**config.mk**
```make
export PLATFORM = sky130hd
export DESIGN_NAME = clii_top
export DESIGN_NICKNAME = d
export VERILOG_FILES = /design/src/core/clii_row_shifter.v /design/src/core/clii_top.v
export VERILOG_INCLUDE_DIRS = /design/src /design/src/core
export SDC_FILE = /design/constraint.sdc
export NUM_CORES = 2
export LEC_CHECK = 0
export BUFFER_PORTS_ARGS = -buffer_cell sky130_fd_sc_hd__buf_2
export CORE_ASPECT_RATIO = 1.75
export CORE_MARGIN = 2
export CORE_UTILIZATION = 45
export CTS_BUF_LIST = sky130_fd_sc_hd__clkbuf_16
export DETAILED_ROUTE_END_ITERATION = 6
export SETUP_SLACK_MARGIN = 0.2
export SLEW_MARGIN = 20
export SYNTH_ARGS = -nofsm -noshare
export SYNTH_HDL_FRONTEND = slang
export SYNTH_HIERARCHICAL = 1
export SYNTH_SLANG_ARGS = --single-unit
```
**constraint.sdc**
```tcl
create_clock -name i_ref_clk -period 9.73 [get_ports i_ref_clk]
set_input_delay 0.4865 -clock i_ref_clk [delete_from_list [all_inputs] [get_ports i_ref_clk]]
set_output_delay 0.4865 -clock i_ref_clk [all_outputs]
set_load 0.03 [all_outputs]
```
**src/core/clii_consts.vh**
```
/*
  Constants for the character display instruction interface:
  instruction field positions, reset values and timing counts.
  Assumes a 200 MHz core clock; execution times are scaled from a 320 kHz
  display clock.
*/
`ifndef CLII_CONSTS_VH
`define CLII_CONSTS_VH

// ----------------------------------------------------------------
// Clock and timing
// ----------------------------------------------------------------
`define CLII_CLK_HZ          200000000
`define CLII_T_CLEAR_NS      1280000
`define CLII_T_SHORT_NS      31000
`define CLII_T_POWERON_NS    10000000
`define CLII_T_ADD_NS        4700
`define CLII_CYC_CLEAR       ((`CLII_T_CLEAR_NS / 5))
`define CLII_CYC_SHORT       ((`CLII_T_SHORT_NS / 5))
`define CLII_CYC_POWERON     ((`CLII_T_POWERON_NS / 5))
`define CLII_CYC_ADD         ((`CLII_T_ADD_NS + 4) / 5)

// ----------------------------------------------------------------
// Instruction field positions
// ----------------------------------------------------------------
`define CLII_BIT_CLEAR       0
`define CLII_BIT_HOME        1
`define CLII_BIT_ENTRY       2
`define CLII_BIT_ONOFF       3
`define CLII_BIT_SHIFT       4
`define CLII_BIT_FUNC        5
`define CLII_BIT_GLYPH       6
`define CLII_BIT_DDADR       7

// ----------------------------------------------------------------
// Reset values and geometry
// ----------------------------------------------------------------
`define CLII_SPACE_CHAR      8'h20
`define CLII_DD_DEPTH        80
`define CLII_ROW_BITS        80
`define CLII_CHAR_COLS       5
`define CLII_RST_ENTRY       2'h2
`define CLII_RST_FUNC        3'h4
`define CLII_RST_BUSWIDTH    1'b1
`endif

```
**src/core/clii_row_shifter.v**
```verilog
/*
  Row bitmap shifter: accepts one pixel per cycle, shifts it toward the
  serial output and keeps the last 80 bits as the segment latch.
  Assumes the caller presents pixels in the order it wants them emitted.
*/
`timescale 1ns/1ps
`include "clii_consts.vh"

module clii_row_shifter
(
  input  wire                     i_ref_clk,
  input  wire                     i_sys_rst,
  input  wire                     i_pix_valid,
  input  wire                     i_pix,
  input  wire                     i_row_latch,
  output reg                      o_serial,
  output reg  [`CLII_ROW_BITS-1:0] o_segments
);

  reg [`CLII_ROW_BITS-1:0] shreg;

  // ----------------------------------------------------------------
  // Shift chain and latch
  // ----------------------------------------------------------------
  always @(posedge i_ref_clk or posedge i_sys_rst)
  begin
    if (i_sys_rst)
    begin
      shreg      <= {`CLII_ROW_BITS{1'b0}};
      o_serial   <= 1'b0;
      o_segments <= {`CLII_ROW_BITS{1'b0}};
    end
    else
    begin
      if (i_pix_valid)
      begin
        // Oldest bit falls out to cascaded drivers
        o_serial <= shreg[`CLII_ROW_BITS-1];
        shreg    <= {shreg[`CLII_ROW_BITS-2:0], i_pix};
      end
      if (i_row_latch)
        o_segments <= shreg;  // Last 80 bits shown
    end
  end

endmodule

```
**src/core/clii_top.v**
```verilog
/*
  Instruction interface of a dot-matrix character display controller.
  Host writes/reads instruction and data registers over a 4/8-bit bus;
  the block decodes, times execution, reports busy, moves the address
  counter and streams row bitmaps to a shifter.
  Assumes host strobes are synchronous single-cycle pulses on i_ref_clk.
*/
`timescale 1ns/1ps
`include "clii_consts.vh"

module clii_top
#(
  parameter [31:0] POWERON_CYC = `CLII_CYC_POWERON,
  parameter [31:0] CLEAR_CYC   = `CLII_CYC_CLEAR
)
(
  input  wire                      i_ref_clk,
  input  wire                      i_sys_rst,
  input  wire                      i_wr_stb,
  input  wire                      i_rd_stb,
  input  wire                      i_register_select,
  input  wire [7:0]                i_host_data_lines,
  input  wire                      i_row_shift_direction_select,
  output reg  [7:0]                o_host_data_lines,
  output reg                       o_host_data_oe_n,
  output reg                       o_busy_flag_bit,
  output reg  [6:0]                o_addr_counter,
  output reg                       o_bus_width_select,
  output reg                       o_two_lines,
  output reg                       o_font_tall,
  output reg                       o_display_on,
  output reg                       o_cursor_on,
  output reg                       o_blink_on,
  output reg  [6:0]                o_cursor_pos,
  output reg  [6:0]                o_display_offset,
  output reg                       o_glyph_sel,
  output wire                      o_serial,
  output wire [`CLII_ROW_BITS-1:0] o_segments
);

  localparam ST_IDLE = 2'h0;
  localparam ST_EXEC = 2'h1;
  localparam ST_ADD  = 2'h2;

  reg  [1:0]  state;
  reg  [31:0] cnt;
  reg  [7:0]  cmd;
  reg         cmd_data;
  reg         poweron;
  reg         nib_phase;
  reg  [3:0]  hi_nib;
  reg  [7:0]  rd_byte;
  reg         inc_mode;
  reg         shift_mode;
  reg  [7:0]  display_data_ram [0:`CLII_DD_DEPTH-1];
  reg  [7:0]  glyph_ram [0:63];
  reg  [6:0]  clr_idx;
  reg         clearing;
  reg  [2:0]  pix_idx;
  reg         row_latch;
  reg         pix_valid;
  wire [7:0]  status_byte;
  wire [4:0]  pix_src;
  wire        full_byte;
  wire [7:0]  in_byte;

  assign status_byte = {o_busy_flag_bit, o_addr_counter};
  assign full_byte   = o_bus_width_select | nib_phase;
  assign in_byte     = o_bus_width_select ? i_host_data_lines
                                          : {hi_nib, i_host_data_lines[7:4]};
  assign pix_src     = glyph_ram[{o_addr_counter[2:0], 3'h0}][4:0];

  // ----------------------------------------------------------------
  // Host port, decode and execution timing
  // ----------------------------------------------------------------
  always @(posedge i_ref_clk or posedge i_sys_rst)
  begin
    if (i_sys_rst)
    begin
      state              <= ST_EXEC;
      cnt                <= 32'h0;
      cmd                <= 8'h00;
      cmd_data           <= 1'b0;
      poweron            <= 1'b1;
      nib_phase          <= 1'b0;
      hi_nib             <= 4'h0;
      rd_byte            <= 8'h00;
      o_host_data_lines  <= 8'h00;
      o_host_data_oe_n   <= 1'b1;
      o_busy_flag_bit    <= 1'b1;
      o_addr_counter     <= 7'h00;
      o_bus_width_select <= `CLII_RST_BUSWIDTH;
      o_two_lines        <= 1'b0;
      o_font_tall        <= 1'b0;
      o_display_on       <= 1'b0;
      o_cursor_on        <= 1'b0;
      o_blink_on         <= 1'b0;
      o_cursor_pos       <= 7'h00;
      o_display_offset   <= 7'h00;
      o_glyph_sel        <= 1'b0;
      inc_mode           <= 1'b1;
      shift_mode         <= 1'b0;
      clearing           <= 1'b1;
      clr_idx            <= 7'h00;
    end
    else
    begin
      o_host_data_oe_n <= ~i_rd_stb;
      o_cursor_pos     <= o_addr_counter;
      // Reads: status always allowed, nibble order high then low
      if (i_rd_stb)
      begin
        if (!o_bus_width_select && nib_phase)
          o_host_data_lines <= {rd_byte[3:0], 4'h0};
        else if (!i_register_select)
        begin
          rd_byte           <= status_byte;
          o_host_data_lines <= status_byte;
        end
        else
        begin
          rd_byte           <= o_glyph_sel ? glyph_ram[o_addr_counter[5:0]]
                                           : display_data_ram[o_addr_counter];
          o_host_data_lines <= o_glyph_sel ? glyph_ram[o_addr_counter[5:0]]
                                           : display_data_ram[o_addr_counter];
        end
        if (!o_bus_width_select)
          nib_phase <= ~nib_phase;
      end
      else if (i_wr_stb && !full_byte)
      begin
        hi_nib    <= i_host_data_lines[7:4];
        nib_phase <= 1'b1;
      end
      else if (i_wr_stb)
        nib_phase <= 1'b0;
      // Clear fill runs over display RAM during execution
      if (clearing)
      begin
        display_data_ram[clr_idx] <= `CLII_SPACE_CHAR;
        clr_idx         <= (clr_idx == 7'h4f) ? 7'h00 : clr_idx + 7'h01;
        clearing        <= (clr_idx != 7'h4f);
      end
      case (state)
        ST_IDLE:
        begin
          // Accept one full byte; anything else while busy never reaches here
          if ((i_wr_stb && full_byte) || (i_rd_stb && i_register_select && full_byte))
          begin
            cmd             <= in_byte;
            cmd_data        <= i_register_select;
            o_busy_flag_bit <= 1'b1;
            state           <= ST_EXEC;
            cnt             <= `CLII_CYC_SHORT;
            if (i_wr_stb && i_register_select)
            begin
              if (o_glyph_sel)
                glyph_ram[o_addr_counter[5:0]] <= in_byte;
              else
                display_data_ram[o_addr_counter]      <= in_byte;
              if (shift_mode && !o_glyph_sel)
                o_display_offset <= inc_mode ? o_display_offset + 7'h01
                                             : o_display_offset - 7'h01;
            end
            else if (!i_register_select)
            begin
              if (in_byte[`CLII_BIT_DDADR])
              begin
                o_addr_counter <= in_byte[6:0];
                o_glyph_sel    <= 1'b0;
              end
              else if (in_byte[`CLII_BIT_GLYPH])
              begin
                o_addr_counter <= {1'b0, in_byte[5:0]};
                o_glyph_sel    <= 1'b1;
              end
              else if (in_byte[`CLII_BIT_FUNC])
              begin
                o_bus_width_select <= in_byte[4];
                o_two_lines        <= in_byte[3];
                o_font_tall        <= in_byte[2];
              end
              else if (in_byte[`CLII_BIT_SHIFT])
              begin
                if (in_byte[3])
                  o_display_offset <= in_byte[2] ? o_display_offset + 7'h01
                                                 : o_display_offset - 7'h01;
                else
                  o_addr_counter <= in_byte[2] ? o_addr_counter + 7'h01
                                               : o_addr_counter - 7'h01;
              end
              else if (in_byte[`CLII_BIT_ONOFF])
              begin
                o_display_on <= in_byte[2];
                o_cursor_on  <= in_byte[1];
                o_blink_on   <= in_byte[0];
              end
              else if (in_byte[`CLII_BIT_ENTRY])
              begin
                inc_mode   <= in_byte[1];
                shift_mode <= in_byte[0];
              end
              else if (in_byte[`CLII_BIT_HOME])
              begin
                o_addr_counter   <= 7'h00;
                o_display_offset <= 7'h00;
                o_glyph_sel      <= 1'b0;
                cnt              <= CLEAR_CYC;
              end
              else if (in_byte[`CLII_BIT_CLEAR])
              begin
                o_addr_counter   <= 7'h00;
                o_display_offset <= 7'h00;
                o_glyph_sel      <= 1'b0;
                inc_mode         <= 1'b1;
                clearing         <= 1'b1;
                clr_idx          <= 7'h00;
                cnt              <= CLEAR_CYC;
              end
            end
          end
        end
        ST_EXEC:
        begin
          // Reads are still answered here; no write or read starts an instruction
          // Power-on wait runs once, after the reset-time fill
          if (cnt == 32'h0 && !clearing && poweron)
          begin
            poweron <= 1'b0;
            cnt     <= POWERON_CYC;
          end
          else if (cnt == 32'h0 && !clearing)
          begin
            o_busy_flag_bit <= 1'b0;
            cmd             <= 8'hff;
            state           <= cmd_data ? ST_ADD : ST_IDLE;
            cnt             <= cmd_data ? `CLII_CYC_ADD : 32'h0;
          end
          else if (cnt != 32'h0)
            cnt <= cnt - 32'h1;
        end
        ST_ADD:
        begin
          // Counter steps after busy drops
          if (cnt == 32'h0)
          begin
            o_addr_counter <= inc_mode ? o_addr_counter + 7'h01
                                       : o_addr_counter - 7'h01;
            state          <= ST_IDLE;
          end
          else
            cnt <= cnt - 32'h1;
        end
        default:
          state <= ST_IDLE;
      endcase
    end
  end

  // ----------------------------------------------------------------
  // Row pixel sequencer
  // ----------------------------------------------------------------
  always @(posedge i_ref_clk or posedge i_sys_rst)
  begin
    if (i_sys_rst)
    begin
      pix_idx   <= 3'h0;
      pix_valid <= 1'b0;
      row_latch <= 1'b0;
    end
    else
    begin
      pix_valid <= 1'b1;
      pix_idx   <= (pix_idx == 3'h4) ? 3'h0 : pix_idx + 3'h1;
      row_latch <= (pix_idx == 3'h4);
    end
  end

  clii_row_shifter u_shift
  (
    .i_ref_clk   (i_ref_clk),
    .i_sys_rst   (i_sys_rst),
    .i_pix_valid (pix_valid),
    .i_pix       (i_row_shift_direction_select ? pix_src[pix_idx]
                                               : pix_src[3'h4 - pix_idx]),
    .i_row_latch (row_latch),
    .o_serial    (o_serial),
    .o_segments  (o_segments)
  );

endmodule

```
# Word level (Yosys, flattened, before mapping)
# Memories as Yosys holds them, arrays and structs flattened.
# Index checks and enable logic that the tools add are counted.
# classes
addsub	8
mul	0
div	0
order_cmp	2
eq_ne	31
n_shift	0
muxes	117
bitwise	11
n_reduce_logical	43
# op_table
cell	n
7-bit 2-to-1 mux	39
18-bit 2-to-1 mux	10
32-bit 2-to-1 mux	5
32-bit case mux with 3 select lines	1
1-bit 2-to-1 mux	46
32-bit logical NOT	1
8-bit 2-to-1 mux	4
32-bit nonzero test	1
32-bit by 1-bit subtractor with 32-bit output (second input constant)	1
9-bit AND reduction	3
11-bit AND reduction	2
7-bit by 1-bit adder with 7-bit output (second input constant)	3
3-bit by 1-bit inequality test with 1-bit output (second input constant)	6
2-bit inequality test (second input constant)	8
7-bit case mux with 2 select lines	1
7-bit by 1-bit subtractor with 7-bit output (second input constant)	2
1-bit logical AND	12
2-bit by 1-bit inequality test with 1-bit output (second input constant)	6
4-bit inequality test (second input constant)	3
4-bit AND reduction	3
10-bit 2-to-1 mux	1
2-bit 2-to-1 mux	5
1-bit NOT	10
10-bit AND reduction	1
24 further kinds	38
# totals
ff_bits	259
latchBits	0
ram_bits	1152
mem_bits_ro	0
input_bits	14
out_inout_bits	119
wordCells	244
mem_count	2
# memory_table
memory	words	width	read_ports	rd_ports_with_merged_regs	wr	line_no	source
display_data_ram	80	8	1	0	2	clii_top.v:55	reg [7:0] display_data_ram [0:`CLII_DD_DEPTH-1];
glyph_ram	64	8	2	0	1	clii_top.v:56	reg [7:0] glyph_ram [0:63];

# Depth between registers and ports, before layout
# depth
ltp_word	15
mapped_depth	14
ltp_nobuf	9

# By module
# Netlist, hierarchy kept.
# by_module_without_submodules
mod	instances	cells_per_inst	area_each_um2	seq_area_each_um2
clii_top	1	4151	55022.8	37054.3
clii_row_shifter	1	341	6789.0	4028.9

# Least setup slack after synthesis
# Ideal clock, no wire load.
# synth_path
kind	input-to-reg
from	input i_sys_rst
to	memory display_data_ram[59][0], enable pin
setup_time_ns	0.384
arrival_time_ns	4.039
required_ns	9.346
path_slack_ns	5.307
path_stages	3
n_path_buf	0
path_cell_list	inv_1 > nand4_1 > o21ai_0
# synth_rtl
element	line_no	source
start, declared	clii_top.v:18	input wire i_sys_rst,
end, declared	clii_top.v:55	

# Worst setup path in the final report
# layout_path
from	register o_addr_counter[0]
to	register o_host_data_lines[4]
# layout_via
elab_chain_cells	4
elab_cells_between_ends	5
classes_between	3 x mux; 2 x memory
# layout_rtl
element	line_no	source
start, declared	clii_top.v:27	output reg [6:0] o_addr_counter,
start signal, assigned	clii_top.v:169	o_addr_counter <= in_byte[6:0];
start signal, assigned	clii_top.v:174	o_addr_counter <= {1'b0, in_byte[5:0]};
start signal, assigned	clii_top.v:189	o_addr_counter <= in_byte[2] ? o_addr_counter + 7'h01
memory read 80 x 8 bit / memory read 64 x 8 bit (equally long branches)	-	
8-bit 2-to-1 mux (*)	clii_top.v:124	o_host_data_lines <= o_glyph_sel ? glyph_ram[o_addr_counter[5:0]]
8-bit 2-to-1 mux (*)	-	
8-bit 2-to-1 mux (*)	clii_top.v:113	if (!o_bus_width_select && nib_phase)
end signal, assigned	clii_top.v:114	o_host_data_lines <= {rd_byte[3:0], 4'h0};
end signal, assigned	clii_top.v:118	o_host_data_lines <= status_byte;
end signal, assigned	clii_top.v:124	
end, declared	clii_top.v:24	output reg [7:0] o_host_data_lines,
# Mark *: on every way between the ends. The rest lies on a longest branch, timed or not.
# A chain may end at the register's enable or synchronous reset.

==> results.tsv <==
metric	value	unit
outcome	finished, violations left	
failing checks	DRC	
unique cell type count in the Yosys netlist	98	
vias per cell	6.38	
HPWL after DPL	135	mm
yosys warns	6	
Reg power frac	52.8	%
CTS Sinks	1411	
RSZ-0062 raised after global routing	no	
syn avg cell area	13.8	sq um
Clk pwr share	39.5	%
crit path kind	reg -> reg	
EDFF count, synth	1152	
Clock Pin Slew Worst Setup and Hold Paths	0.07	ns
top cells by area, synth	edfxtp_1, dfrtp_1, nor2_1, mux2_4, mux2_2	
DR WL/cell	32.7	um
total power draw	12900	uW
setup clock skew after layout	0.0273	ns
clock latency on the worst-skew pair	0.79	ns
DRT Wirelength	211	mm
pre-CTS WS	4.88	ns
die width	284	um
Switch Pwr	3190	uW
Fin. Hold Viols	0	
placed insts	6222	
Finish-stage setup viols	0	
Peak VDD IR	0.190	mV
Worst Path Required	10.38	ns
CTS tree	done	
max-cap check violation count	0	
GRT Overall Usage	29.8	%
post-route insts no fill	6468	
Hold Crit Class	in -> reg	
Vias	41300	
Async SR Flop Fraction	18.4	%
Synth Instances	4492	
Rows	179	
largest net degree at the start of global routing	103	
Post-Syn Area	61800	sq um
DR pass1 iterations	7	
most frequent cells in the layout	edfxtp_1, nor2_1, dfrtp_1	
vias in the first global route	40800	
Boundary Pins	133	
Pins Over Slew Limit	0	
Resize count post-CTS	0	
P_int	9740	uW
Placer Congestion	0.956	
top-area cell type share of the netlist area	56.0	%
syn nets	4520	
layout cells sized above 1	20.5	%
Initial Util	45.4	%
grt total ovfl	0	
Pwr per Cell Area	189	nW/um^2
Max Freq	195	MHz
Slew HR	6.46	%
minimum clock period	5.12	ns
area delta synth->final	10.5	%
CTS H-Tree Depth	4	
CTS max path bufs	3	
Static Leak	0.0225	uW
clock root buffer master	clkbuf_16	
setup TNS	0	ns
ys flop type	edfxtp_1	
worst setup margin	4.61	ns
switch share	24.7	%
fin nets	4577	
DRT iter0 DRCs	5314	
commonest non-fill, non-tap cell in the layout	edfxtp_1	
Worst setup SP type	flop	
Worst Path Max Fanout	72	
Tightest Pin Transition	1.39	ns
Synth area leader	edfxtp_1	
combinational fraction of design power	7.7	%
CP Capture Type	flop	
# fillers	11800	
Core ar.	136000	sq um
synthesized flop and latch total	1411	
Die ar.	140000	sq um
first-pass GRT wire length	298	mm
PortBufs	132	
period utilization	52.7	%
post-cts hold buffer count	1	
DRC	1	
worst path arrival time	5.78	ns
Die Ht	494	um
initial antenna violation count	8	
TritonCTS Buffers	132	
Routed Antenna Nets	0	
post-CTS setup buffers	0	
Seq/Total Area, Yosys	66.5	%
cell type report:
| cell class | instances | area [sq um] | area share, % |
|---|---|---|---|
| Tap cell | 1810 | 2260 | 3.32 |
| Clock inverter | 106 | 767 | 1.12 |
| Inverter | 39 | 156 | 0.229 |
| Clock buffer | 136 | 3400 | 4.98 |
| Multi-Input combinational cell | 2712 | 19000 | 27.8 |
| Antenna cell | 1 | 2.50 | 0.00366 |
| Timing Repair Buffer | 253 | 1600 | 2.34 |
| Sequential cell | 1411 | 41100 | 60.2 |
layer usage:
| metal | vias up | track usage, % | share of wire (%) |
|---|---|---|---|
| met1 | 20600 | 33.0 | 33 |
| met4 | 10 | 25.1 | 10 |
| li1 | 17200 | - | - |
| met2 | 2631 | 49.1 | 48 |
| met3 | 845 | 6.43 | 9.1 |
| met5 | - | 0 | 0.031 |
worst paths after layout:
kind | from | to | slack, ns | cells after the start
max in group asynchronous | i_sys_rst | u_shift/o_segments[65] | 8.28 | 3
hold / removal | i_host_data_lines[6] | hi_nib[2] | 0.04 | 2
setup reg to reg | o_addr_counter[0] | o_host_data_lines[4] | 4.61 | 10
min in group asynchronous | i_sys_rst | o_cursor_pos[0] | 0.06 | 2
setup / recovery | o_addr_counter[0] | o_host_data_lines[4] | 4.61 | 10
hold reg to reg | o_display_on | o_display_on | 0.48 | 2
through the flow:
stage	utilization (%)	hold slack, ns	instance area (sq um)
3_5_place_dp	47.1	0.457	64100
6_report	50.2	0.0356	68300
5_1_grt	50.2	0.0332	68300
2_1_floorplan	-	0.438	61800
4_1_cts	50.1	0.00325	68300
3_3_place_gp	47.1	0.460	64100
power by group through the flow:
stage,clock (uW),combinational [uW],sequential [uW]
floorplan,0,483,7030
global placement,0,978,6950
detailed placement,0,987,6950
CTS,5160,988,6830
global route,5370,1030,6840
finish,5120,995,6820
synth_stat cells (all sizes together), types with 8 or more instances:
master   count
edfxtp    1152
nor2       760
mux2       285
dfrtp      252
nand2      243
o21ai      213
clkbuf     167
a21oi      163
buf        163
mux2i      134
nand3      123
a22oi      104
a221oi     100
mux4        53
nor3        46
inv         35
o211ai      31
a221o       30
a22o        30
nand4       30
a211oi      26
nor2b       26
o221ai      22
o22ai       19
o31ai       18
a31oi       17
o2bb2ai     17
ha          14
o2111ai     13
a21o        12
and3        11
nand2b      11
and2        10
xnor2        9
or2          8
or3          8
registers in the layout (all words and copies together) (netlist names), 2 cells and up:
register and flops:
display_data_ram 640, glyph_ram 512, u_shift/o_segments 80, u_shift/shreg 80, cnt 32, o_host_data_lines 8, clr_idx 7, o_addr_counter 7
o_cursor_pos 7, o_display_offset 7, hi_nib 4, rd_byte 4, pix_idx 3, state 2
critical path, cell delays in order (launching register included):
cell      delay [ns]
dfrtp_4         0.80
buf_4           0.66
buf_4           0.60
clkinv_2        0.36
buf_12          0.30
a221o_1         0.44
a21boi_0        0.67
a211oi_1        0.16
a211oi_1        0.23
a211oi_1        0.15
o41a_1          0.36
kinds of logic after synthesis:
family          synth area share, %
flops                          66.5
simple gates                   9.59
compound gates                 10.1
mux                            10.3
buf+inv                        3.10
fa+ha+maj                     0.283
xor+xnor                      0.184
other cells                 0.00607
(Power assumes the default switching activity.)
